File: src/verilog/cdm_pkg.sv
// constants shared by the data-move core and its load path; the register file takes its own parameters
// assumes one clock and a single shared memory bus for fetches and data
package cdm_pkg;
  localparam int XLEN = 32;
  localparam int IW   = 16;
  localparam int RAW  = 4;

  // instruction field positions (top bit of each field)
  localparam int F_TOP = 15;
  localparam int F_N   = 11;
  localparam int F_M   = 7;
  localparam int F_LO  = 3;

  // access sizes, shift amount equals size code
  localparam logic [1:0] SZ_B = 2'h0;
  localparam logic [1:0] SZ_W = 2'h1;
  localparam logic [1:0] SZ_L = 2'h2;

  // upper nibble groups
  localparam logic [3:0] OP_IDX  = 4'h0;
  localparam logic [3:0] OP_STLD = 4'h1;
  localparam logic [3:0] OP_STI  = 4'h2;
  localparam logic [3:0] OP_LDLD = 4'h5;
  localparam logic [3:0] OP_LDI  = 4'h6;
  localparam logic [3:0] OP_DBW  = 4'h8;
  localparam logic [3:0] OP_PCW  = 4'h9;
  localparam logic [3:0] OP_PCL  = 4'hd;
  localparam logic [3:0] OP_IMM  = 4'he;

  // low nibble groups; DBW codes decode the F_N field
  localparam logic [1:0] LG_PLAIN = 2'h0;
  localparam logic [1:0] LG_STEP  = 2'h1;
  localparam logic [1:0] LG_IDXLD = 2'h3;
  localparam logic [3:0] LO_MOVR  = 4'h3;
  localparam logic [3:0] DBW_STB  = 4'h0;
  localparam logic [3:0] DBW_STW  = 4'h1;
  localparam logic [3:0] DBW_LDB  = 4'h4;
  localparam logic [3:0] DBW_LDW  = 4'h5;

  // system control codes
  localparam logic [15:0] SYS_IDLE  = 16'h0009;
  localparam logic [15:0] SYS_TCLR  = 16'h0008;
  localparam logic [15:0] SYS_TSET  = 16'h0018;
  localparam logic [15:0] SYS_SLEEP = 16'h001b;
  localparam logic [15:0] SYS_ERET  = 16'h002b;

  localparam logic [3:0]  REG_ZERO  = 4'h0;
  localparam logic [3:0]  REG_STACK = 4'hf;
  localparam logic [31:0] PC_OFS    = 32'h0000_0004;
  localparam logic [31:0] INSN_STEP = 32'h0000_0002;
  localparam logic [31:0] POP_STEP  = 32'h0000_0004;
  localparam logic [31:0] LONG_MASK = 32'hffff_fffc;
  localparam logic [31:0] RESET_PC  = 32'h0000_0000;

  typedef enum logic [2:0] {
    ST_FETCH,
    ST_EXEC,
    ST_MEM,
    ST_POP2,
    ST_SLEEP
  } cdm_state_t;
endpackage

File: src/verilog/cdm_load_ext.sv
// extends right-justified load data from the bus to a full register
// assumes the bus returns byte and word data in the low bits
`timescale 1ns/1ps
module cdm_load_ext (
  input  wire logic [31:0] i_data,
  input  wire logic [1:0]  i_size,
  output logic      [31:0] o_data
);
  // bytes and words sign-extend, longs pass unchanged
  always_comb begin
    case (i_size)
      cdm_pkg::SZ_B: o_data = {{24{i_data[7]}}, i_data[7:0]};
      cdm_pkg::SZ_W: o_data = {{16{i_data[15]}}, i_data[15:0]};
      default:       o_data = i_data;
    endcase
  end
endmodule

File: src/verilog/cdm_move_core.sv
// data-move core: fetch, decode and execute of register and memory moves
// assumes a single memory bus that acks each request with a one-cycle pulse
`timescale 1ns/1ps
module cdm_move_core #(
  parameter logic [31:0] RESET_PC = cdm_pkg::RESET_PC
) (
  input  wire logic        i_ref_clk,
  input  wire logic        i_rst,
  input  wire logic [31:0] i_bus_rdata,
  input  wire logic        i_bus_ack,
  input  wire logic        i_wake,
  output logic             o_bus_req,
  output logic             o_bus_we,
  output logic      [31:0] o_bus_addr,
  output logic      [1:0]  o_bus_size,
  output logic      [31:0] o_bus_wdata,
  output logic      [31:0] o_pc,
  output logic             o_t_flag,
  output logic             o_sleep,
  output logic             o_addr_err
);
  typedef struct packed {
    cdm_pkg::cdm_state_t st;
    logic [31:0]         pc;
    logic [15:0]         ir;
    logic                t;
    logic                sleep;
    logic                req;
    logic                we;
    logic [31:0]         addr;
    logic [1:0]          size;
    logic [31:0]         wdata;
    logic [3:0]          ld_dst;
    logic                eret;
    logic                aerr;
    logic                wb_en;
    logic [3:0]          wb_addr;
    logic [31:0]         wb_data;
  } cdm_core_state_t;

  cdm_core_state_t s_q;
  cdm_core_state_t s_d;
  logic [95:0]     rd_data;
  logic [31:0]     zero_v;
  logic [31:0]     dst_v;
  logic [31:0]     src_v;
  logic [31:0]     ld_ext;
  logic            rd_en;
  logic [3:0]      rd_m;
  logic [3:0]      top;
  logic [3:0]      fn;
  logic [3:0]      fm;
  logic [3:0]      flo;

  // instruction fields, leftmost printed bit is bit 15
  assign top = s_q.ir[cdm_pkg::F_TOP -: 4];
  assign fn  = s_q.ir[cdm_pkg::F_N -: 4];
  assign fm  = s_q.ir[cdm_pkg::F_M -: 4];
  assign flo = s_q.ir[cdm_pkg::F_LO -: 4];

  // operands are read while the fetched word arrives
  assign rd_en = (s_q.st == cdm_pkg::ST_FETCH) && s_q.req && i_bus_ack;
  assign rd_m   = (i_bus_rdata[15:0] == cdm_pkg::SYS_ERET) ?
                  cdm_pkg::REG_STACK : i_bus_rdata[cdm_pkg::F_M -: 4];
  assign zero_v = rd_data[31:0];
  assign dst_v  = rd_data[63:32];
  assign src_v  = rd_data[95:64];

  cdm_reg_file #(
    .WIDTH (32),
    .AW    (4),
    .NRD   (3)
  ) u_regs (
    .i_ref_clk (i_ref_clk),
    .i_rst     (i_rst),
    .i_rd_en   (rd_en),
    .i_rd_addr ({rd_m, i_bus_rdata[cdm_pkg::F_N -: 4], cdm_pkg::REG_ZERO}),
    .o_rd_data (rd_data),
    .i_wr_en   (s_d.wb_en),
    .i_wr_addr (s_d.wb_addr),
    .i_wr_data (s_d.wb_data)
  );

  cdm_load_ext u_ext (
    .i_data (i_bus_rdata),
    .i_size (s_q.size),
    .o_data (ld_ext)
  );

  // next-state logic of the whole core
  always_comb begin
    logic        acc;
    logic        st;
    logic        upd;
    logic        wr;
    logic        mis;
    logic [1:0]  sz;
    logic [31:0] a;
    logic [31:0] wd;
    logic [31:0] uv;
    logic [31:0] step;
    logic [3:0]  dst;
    logic [3:0]  ua;
    acc  = 1'b0;
    st   = 1'b0;
    upd  = 1'b0;
    wr   = 1'b0;
    mis  = 1'b0;
    sz   = cdm_pkg::SZ_L;
    a    = '0;
    wd   = src_v;
    uv   = '0;
    step = '0;
    dst  = fn;
    ua   = fn;
    s_d       = s_q;
    s_d.wb_en = 1'b0;
    s_d.aerr  = 1'b0;
    case (s_q.st)
      cdm_pkg::ST_FETCH: begin
        // fetch shares the bus with data, so it waits its turn
        if (!s_q.req) begin
          s_d.req  = 1'b1;
          s_d.we   = 1'b0;
          s_d.addr = s_q.pc;
          s_d.size = cdm_pkg::SZ_W;
        end else if (i_bus_ack) begin
          s_d.req = 1'b0;
          s_d.ir  = i_bus_rdata[15:0];
          s_d.st  = cdm_pkg::ST_EXEC;
        end
      end
      cdm_pkg::ST_EXEC: begin
        s_d.pc = s_q.pc + cdm_pkg::INSN_STEP;
        s_d.st = cdm_pkg::ST_FETCH;
        case (top)
          cdm_pkg::OP_IMM: begin
            wr = 1'b1;
            uv = {{24{s_q.ir[7]}}, s_q.ir[7:0]};
          end
          cdm_pkg::OP_PCW: begin
            acc = 1'b1;
            sz  = cdm_pkg::SZ_W;
            a   = s_q.pc + cdm_pkg::PC_OFS
                  + ({24'h0, s_q.ir[7:0]} << 1);
          end
          cdm_pkg::OP_PCL: begin
            acc = 1'b1;
            a   = ((s_q.pc + cdm_pkg::PC_OFS) & cdm_pkg::LONG_MASK)
                  + ({24'h0, s_q.ir[7:0]} << 2);
          end
          cdm_pkg::OP_LDI: begin
            if (flo == cdm_pkg::LO_MOVR) begin
              wr = 1'b1;
              uv = src_v;
            end else if (flo[1:0] != 2'h3 && !flo[3]) begin
              acc = 1'b1;
              sz  = flo[1:0];
              a   = src_v;
              upd = (flo[3:2] == cdm_pkg::LG_STEP);
              ua  = fm;
            end
          end
          cdm_pkg::OP_STI: begin
            if (flo[1:0] != 2'h3 && flo[3:2] <= cdm_pkg::LG_STEP) begin
              acc = 1'b1;
              st  = 1'b1;
              sz  = flo[1:0];
              a   = dst_v;
              upd = (flo[3:2] == cdm_pkg::LG_STEP);
            end
          end
          cdm_pkg::OP_STLD: begin
            acc = 1'b1;
            st  = 1'b1;
            a   = dst_v + ({28'h0, flo} << 2);
          end
          cdm_pkg::OP_LDLD: begin
            acc = 1'b1;
            a   = src_v + ({28'h0, flo} << 2);
          end
          cdm_pkg::OP_DBW: begin
            if (fn == cdm_pkg::DBW_STB || fn == cdm_pkg::DBW_STW) begin
              acc = 1'b1;
              st  = 1'b1;
              wd  = zero_v;
              sz  = fn[1:0];
              a   = src_v + ({28'h0, flo} << fn[1:0]);
            end else if (fn == cdm_pkg::DBW_LDB
                         || fn == cdm_pkg::DBW_LDW) begin
              acc = 1'b1;
              sz  = fn[1:0];
              dst = cdm_pkg::REG_ZERO;
              a   = src_v + ({28'h0, flo} << fn[1:0]);
            end
          end
          cdm_pkg::OP_IDX: begin
            if (flo[1:0] != 2'h3 && flo[3:2] == cdm_pkg::LG_STEP) begin
              acc = 1'b1;
              st  = 1'b1;
              sz  = flo[1:0];
              a   = zero_v + dst_v;
            end else if (flo[1:0] != 2'h3
                         && flo[3:2] == cdm_pkg::LG_IDXLD) begin
              acc = 1'b1;
              sz  = flo[1:0];
              a   = zero_v + src_v;
            end else if (s_q.ir == cdm_pkg::SYS_TCLR) begin
              s_d.t = 1'b0;
            end else if (s_q.ir == cdm_pkg::SYS_TSET) begin
              s_d.t = 1'b1;
            end else if (s_q.ir == cdm_pkg::SYS_SLEEP) begin
              s_d.sleep = 1'b1;
              s_d.st    = cdm_pkg::ST_SLEEP;
            end else if (s_q.ir == cdm_pkg::SYS_ERET) begin
              acc      = 1'b1;
              a        = src_v;
              s_d.eret = 1'b1;
            end
          end
          default: begin
          end
        endcase
        // step of 1, 2 or 4 and the natural alignment check
        step = 32'h1 << sz;
        if (upd && st) begin
          a = dst_v - step;
        end
        uv  = upd ? (st ? a : src_v + step) : uv;
        mis = acc && ((a & (step - 32'h1)) != 32'h0);
        if (mis) begin
          s_d.aerr = 1'b1;
          s_d.eret = 1'b0;
        end else begin
          if (acc) begin
            s_d.req    = 1'b1;
            s_d.we     = st;
            s_d.addr   = a;
            s_d.size   = sz;
            s_d.wdata  = wd;
            s_d.ld_dst = dst;
            s_d.st     = cdm_pkg::ST_MEM;
          end
          if (wr || upd) begin
            s_d.wb_en   = 1'b1;
            s_d.wb_addr = ua;
            s_d.wb_data = uv;
          end
        end
      end
      cdm_pkg::ST_MEM: begin
        // load result lands before the next fetch completes
        if (i_bus_ack) begin
          s_d.req = 1'b0;
          s_d.st  = cdm_pkg::ST_FETCH;
          if (s_q.eret) begin
            s_d.pc   = i_bus_rdata;
            s_d.req  = 1'b1;
            s_d.addr = s_q.addr + cdm_pkg::POP_STEP;
            s_d.st   = cdm_pkg::ST_POP2;
          end else if (!s_q.we) begin
            s_d.wb_en   = 1'b1;
            s_d.wb_addr = s_q.ld_dst;
            s_d.wb_data = ld_ext;
          end
        end
      end
      cdm_pkg::ST_POP2: begin
        // second pop restores the flag and releases the stack slots
        if (i_bus_ack) begin
          s_d.req     = 1'b0;
          s_d.eret    = 1'b0;
          s_d.t       = i_bus_rdata[0];
          s_d.wb_en   = 1'b1;
          s_d.wb_addr = cdm_pkg::REG_STACK;
          s_d.wb_data = s_q.addr + cdm_pkg::POP_STEP;
          s_d.st      = cdm_pkg::ST_FETCH;
        end
      end
      cdm_pkg::ST_SLEEP: begin
        if (i_wake) begin
          s_d.sleep = 1'b0;
          s_d.st    = cdm_pkg::ST_FETCH;
        end
      end
      default: begin
        s_d.st = cdm_pkg::ST_FETCH;
      end
    endcase
  end

  // state register
  always_ff @(posedge i_ref_clk or posedge i_rst) begin
    if (i_rst) begin
      s_q    <= '0;
      s_q.st <= cdm_pkg::ST_FETCH;
      s_q.pc <= RESET_PC;
    end else begin
      s_q <= s_d;
    end
  end

  // outputs straight from the state register
  assign o_bus_req   = s_q.req;
  assign o_bus_we    = s_q.we;
  assign o_bus_addr  = s_q.addr;
  assign o_bus_size  = s_q.size;
  assign o_bus_wdata = s_q.wdata;
  assign o_pc        = s_q.pc;
  assign o_t_flag    = s_q.t;
  assign o_sleep     = s_q.sleep;
  assign o_addr_err  = s_q.aerr;
endmodule

File: src/verilog/cdm_reg_file.sv
// sixteen general registers, three registered read ports, one write port
// assumes reads and writes are never requested for the same cycle
`timescale 1ns/1ps
module cdm_reg_file #(
  parameter int WIDTH = 32,
  parameter int AW    = 4,
  parameter int NRD   = 3
) (
  input  wire logic               i_ref_clk,
  input  wire logic               i_rst,
  input  wire logic               i_rd_en,
  input  wire logic [NRD*AW-1:0]  i_rd_addr,
  output logic      [NRD*WIDTH-1:0] o_rd_data,
  input  wire logic               i_wr_en,
  input  wire logic [AW-1:0]      i_wr_addr,
  input  wire logic [WIDTH-1:0]   i_wr_data
);
  logic [WIDTH-1:0] mem_q [2**AW];

  // register number selects the entry directly
  always_ff @(posedge i_ref_clk) begin
    if (i_wr_en) begin
      mem_q[i_wr_addr] <= i_wr_data;
    end
  end

  // one registered read per port
  genvar g;
  generate
    for (g = 0; g < NRD; g++) begin : g_rd
      always_ff @(posedge i_ref_clk or posedge i_rst) begin
        if (i_rst) begin
          o_rd_data[g*WIDTH +: WIDTH] <= '0;
        end else if (i_rd_en) begin
          o_rd_data[g*WIDTH +: WIDTH] <= mem_q[i_rd_addr[g*AW +: AW]];
        end
      end
    end
  endgenerate
endmodule
File: config.mk
export PLATFORM = sky130hd
export DESIGN_NAME = cdm_move_core
export DESIGN_NICKNAME = d
export VERILOG_FILES = /design/src/verilog/cdm_pkg.sv /design/src/verilog/cdm_load_ext.sv /design/src/verilog/cdm_move_core.sv /design/src/verilog/cdm_reg_file.sv
export SDC_FILE = /design/constraint.sdc
export NUM_CORES = 2
export LEC_CHECK = 0
export BUFFER_PORTS_ARGS = -buffer_cell sky130_fd_sc_hd__buf_2
export CORE_UTILIZATION = 50
export DETAILED_ROUTE_END_ITERATION = 7
export HOLD_SLACK_MARGIN = 0.08
export PLACE_DENSITY = 0.7
export SLEW_MARGIN = 5
export SYNTH_ARGS = -nofsm -noshare
export SYNTH_HDL_FRONTEND = slang
export SYNTH_SLANG_ARGS = --single-unit
File: constraint.sdc
create_clock -name i_ref_clk -period 12.92 [get_ports i_ref_clk]
set_input_delay 0.646 -clock i_ref_clk [delete_from_list [all_inputs] [get_ports i_ref_clk]]
set_output_delay 0.646 -clock i_ref_clk [all_outputs]
set_load 0.1 [all_outputs]
; ---- After elaboration in Yosys (flattened, before gate mapping)
; Memory sizes are Yosys's and may differ from the RTL's. A register that Yosys moved wholly into a read port is not among the register bits.
; Cells that the tools add are included.
[totals]
ramBits = 512
elab_cells = 239
inputBits = 36
memories = 1
register_bits = 163
out_inout_bits = 103
[classes]
n_reduce_logical = 34
muxes = 123
n_bitwise = 2
n_eq_ne = 48
n_shift = 2
order_cmp = 1
add_sub_neg = 13
[mem_list]
columns = name, depth, width, read_ports, rd_ports_with_merged_regs, wr, line_no
row1 = u_regs.mem_q, 16, 32, 3, 3, 1, cdm_reg_file.sv:18  ; logic [WIDTH-1:0] mem_q [2**AW];
[op_table]
columns = operator, count
row1 = 32-bit two-way mux, 20
row2 = 32-bit one-hot mux with 8 select lines, 1
row3 = 37-bit two-way mux, 6
row4 = 32-bit one-hot mux with 2 select lines, 3
row5 = 72-bit two-way mux, 2
row6 = 32-bit adder, 4
row7 = 37-bit one-hot mux with 3 select lines, 1
row8 = 32-bit one-hot mux with 3 select lines, 1
row9 = 35-bit two-way mux, 2
row10 = 32-bit by 3-bit adder with 32-bit output (second input constant), 2
row11 = 32-bit by 6-bit adder with 32-bit output, 2
row12 = 1-bit two-way mux, 43
row13 = 3-bit two-way mux, 12
row14 = 34-bit two-way mux, 1
row15 = 32-bit by 10-bit adder with 32-bit output, 1
row16 = 32-bit by 2-bit adder with 32-bit output (second input constant), 1
row17 = 32-bit by 9-bit adder with 32-bit output, 1
row18 = 32-bit bitwise AND, 1
row19 = 16-bit by 5-bit equality test with 1-bit output (second input constant), 2
row20 = 16-bit by 6-bit equality test with 1-bit output (second input constant), 2
row21 = 32-bit nonzero test, 1
row22 = 1-bit by 2-bit left shift with 32-bit output (first input constant), 1
row23 = 4-bit by 2-bit left shift with 32-bit output, 1
row24 = 32-bit by 1-bit subtractor with 32-bit output (second input constant), 1
row25 = 41 further kinds, 111

; ---- Logic depth before layout (Yosys ltp)
[depth]
ltp_word = 17
depth_mapped = 27
mapped_depth_nobuf = 22

; ---- Cells and area by module
; A second synthesis with hierarchy kept.
[hier_totals]
cells_unflattened = 4758
area_unflattened_um2 = 55016.5
[modules_own_cells]
columns = module, cells_each, seq_area_each_um2, area_each_um2, instances
row1 = cdm_reg_file, 1559, 17777.0, 31156.1, 1
row2 = cdm_move_core, 3135, 4078.9, 23433.7, 1
row3 = cdm_load_ext, 64, 0.0, 426.7, 1

; ---- Worst setup path after synthesis
; Ideal clock, no wire load.
[synth_timing]
path_type = flip-flop to flip-flop
start = reg s_q[127] in the netlist's numbering
end = mem u_regs.mem_q[0][0], enable pin
synth_period_minus_slack_ns = 9.493
required_time_ns = 12.418
setup_slack_ns = 3.427
setup_ns = 0.502
path_buffers = 5
path_stages_with_launch = 27
t_arrival_ns = 8.991
path_cell_list = dfrtp_1 clkbuf_1 nor4bb_1 clkbuf_1 buf_1 clkbuf_1 nand2_1 nand2_1 ha_1 inv_1 fa_1 nand2b_1 a21oi_1 o211ai_1 nor3b_1 xor2_1 o22ai_1 a211o_1 a211o_1 nor4_1 nand3_1 a211oi_4 mux2i_1 a211o_1 buf_6 inv_2 nor4_1
[synth_lines]
columns = item, line_no
row1 = start: declaration, cdm_move_core.sv:41  ; cdm_core_state_t s_q;
row2 = end: declaration, cdm_reg_file.sv:18

==> results.toml <==
[placement]
placed_cells = 6107
dpl.hpwl_um = 148000
routabilityCongestion = 1.08
placed_area_um2 = 51200
portBuffers = 138

[timing]
tightestPinTransition_ps = 1340
min_period_over_period_pct = 71.7
rsz0062_at_grt = "no"
max_freq_ghz = 0.108
finalSetupTns_ps = 0
hold_violations = 0
finalMaxSlewViolations = 0
hold-worst-slack_ps = 201
min_period_ps = 9260
maxSlewHeadroom_pct = 10.6
finClkSkew_ps = 42.7
setup_viol = 0

[grt]
antenna_found_initial = 17
grt_busiest_layer = "met2"
globalRouteMet3Util_pct = 11.2
grt_use_total_pct = 41.5
grt_pass1_vias = 41107
grt.met2_usage_pct = 61.0
grt_pass1_wl_um = 298000
grt-ovfl-total = 0
grt_max_degree = 180
grt_util_met1_pct = 54.9

[critical_path]
critPathArrivalTime_ps = 9560
crit_chain = "buf_4 > nor2_1 > a221o_1 > a21oi_1 > and2_1 > ha_1 > fa_1 > nor2b_1 > o21ai_0 > nand3_1 > xor2_1 > o21ai_0 > nor4b_1 > a31oi_1 > a2111o_1 > nor4_1 > nand3_1 > a21o_1 > o21ai_0 > a22o_1 > clkinv_1 > nor4_2 > buf_4"
required_ps = 13220
reg2reg_slack_ps = 3660
crit_path_max_incr_delay_ps = 740
crit_path_end_kind = "register"
worst_path_max_delay_cell = "buf_4"
cpMostUsedCell = "o21ai_0"
r2r_start = "s_q[127]$_DFFE_PP0P_"
r2r-end = "u_regs.mem_q[8][20]$_DFFE_PP_"
critical_path_class = "register to register"
path_max_fanout = 56
r2r_cells = 23
crit_family = "compound AO/OA/AOI/OAI gates"
critPathLaunchType = "register"
crit_cells = 23
cp_num_buf_inv = 3

[run_status]
violations = "design-rule violations"
status = "finished with violations"

[power_and_ir_drop]
switching_share_pct = 52.7
clkPwrFrac_pct = 15.3
powerDensity_nw_per_um2 = 294
combPwrFrac_pct = 55.7
p_int_mw = 7.50
p_sw_mw = 8.37
ir_drop_mv = 0.180
p_leak_nw = 19.4
seqPwrFrac_pct = 29.0

[synthesis]
ys_types = 95
synth_top_area_cell = "edfxtp_1"
synth_warnings = 0
synth_area_leaders = "edfxtp_1, dfrtp_1, mux4_2, nand2_1, a21oi_1"
synth_seq_cells = 771
synth_area_um2 = 49700
synth-seq-area-share_pct = 43.9
synth_cells = 5037
synth.avg_cell_area_um2 = 9.87
synth_edf_count = 512
yosysTopAreaCellShare_pct = 30.9
synthFlopType = "edfxtp_1"
async_reset_ff_share_pct = 33.6

[hold_path]
min_to = "o_sleep$_DFFE_PP0P_"
worstHoldStart = "i_wake"
min_path_cells = 2
min_path_type = "primary input to register"

[route]
drt_drc_violations_left = 1
drt-initial-drc-count = 7351
drt-vias-per-instance = 7.17
antenna_left = 0
routed_wl_um = 212000
vias = 44971
wl_per_cell_um = 33.8
dr.pass1.iters = 8

[floorplanning]
rows = 115
fp.dieW_um = 317
start_util_pct = 50.5
coreArea_um2 = 98400
dieArea_um2 = 101000
die_h_um = 317
io_pins = 139

[clock_network]
cts-root-buf = "clkbuf_16"
clock_path_buffers = 3
clock_latency_ps = 690
post-cts-setup-buffers = 0
cts_buffers = 83
cts_htree_levels = 3
clkTransAtPathRegs_ps = 70
clock_sinks = 771
cts_tree = "built"

[final_layout]
design_area_um2 = 53900
fin_nets = 5052
num-fill-cells = 8638
drive_gt1_share_pct = 14.9
syn_to_final_growth_pct = 8.48
final_common_cell = "nand2_1"
most-common-layout-cells = "nand2_1, edfxtp_1, nor2_1"
final_cells = 6270

[flow_run]
drv_cap = 0
-- power by group through the flow --
stage	sequential, mW	clock [mW]	combinational, mW
detailed placement	4.57	0	8.46
finish	4.61	2.42	8.84
CTS	4.52	2.44	8.50
global route	4.58	2.53	9.26
global placement	4.55	0	8.41
floorplan	3.98	0	6.02
-- repair_timing --
action                                  4_1_cts  5_1_grt
gates resized for setup                       0        0
endpoints found under the hold margin        30        0
endpoints found under the setup margin        0        0
hold buffers                                  1        0
-- layer usage --
metal,vias to the layer above,routed length [um]
li1,18819,-
met1,22043,78700
met4,12,15800
met5,-,72
met2,3372,91000
met3,725,26600
-- final cells by class --
type	instances	area, um2	share of cell area, %
antenna	9	22.5	0.0417
clock buffer	106	2210	4.11
clock inverter	47	518	0.960
inverter	65	251	0.466
multi-input combinational	3702	25600	47.5
sequential	771	21900	40.5
tap	1287	1610	2.98
timing repair buffer	283	1850	3.43
-- registers in the layout, indices dropped and copies added (netlist names), 2 cells and up --
signal	cells
s_q	48
u_regs.o_rd_data	96
o_bus_size	2
fn	4
u_regs.mem_q	512
o_pc	32
flo	4
o_bus_addr	32
fm	4
o_bus_wdata	32
-- metrics by stage --
stage,utilization (%),setup slack (ps),power (mW)
after global routing,54.8,3260,16.4
after global placement,52.0,4250,13.0
after CTS,54.8,3940,15.5
final,54.8,3660,15.9
after floorplan,-,3430,10.0
after detailed placement,52.0,3980,13.0
-- cells in the mapped netlist, types with 44 or more instances --
cell        n
nand2_1   607
edfxtp_1  512
nor2_1    410
a21oi_1   382
clkbuf_1  329
o21ai_0   319
nand3_1   268
dfrtp_1   259
mux4_2    161
o221ai_1  119
xnor2_1   116
ha_1      102
buf_4     100
mux2_2     86
mux2i_1    86
xor2_1     85
nor3_1     75
nor4_1     63
o22ai_1    63
inv_1      62
nand4_1    55
a211oi_1   45
buf_1      44
-- worst max-delay path by stage --
| stage | from | to |
|---|---|---|
| final | s_q[127]$_DFFE_PP0P_ | u_regs.mem_q[8][20]$_DFFE_PP_ |
| after floorplan | s_q[127]$_DFFE_PP0P_ | u_regs.mem_q[0][0]$_DFFE_PP_ |
| after CTS | s_q[127]$_DFFE_PP0P_ | u_regs.mem_q[8][3]$_DFFE_PP_ |
| after detailed placement | s_q[127]$_DFFE_PP0P_ | u_regs.mem_q[8][3]$_DFFE_PP_ |
| after global placement | s_q[127]$_DFFE_PP0P_ | u_regs.mem_q[8][1]$_DFFE_PP_ |
| after global routing | s_q[127]$_DFFE_PP0P_ | u_regs.mem_q[5][3]$_DFFE_PP_ |
-- logic make-up (layout without fill, tap and decap cells) --
| logic type | Yosys count | after routing | synth area share (%) |
|---|---|---|---|
| AND/OR/NAND/NOR | 1704 | 1704 | 16.0 |
| buffers and inverters | 566 | 501 | 5.11 |
| XOR/XNOR | 201 | 201 | 3.54 |
| multiplexers | 333 | 333 | 11.0 |
| other | 2 | 13 | 0.0151 |
| flip-flops | 771 | 771 | 43.9 |
| AO/OA/AOI/OAI | 1350 | 1350 | 17.5 |
| adder cells (fa/ha/maj) | 110 | 110 | 2.89 |
(Power assumes the default switching activity.)
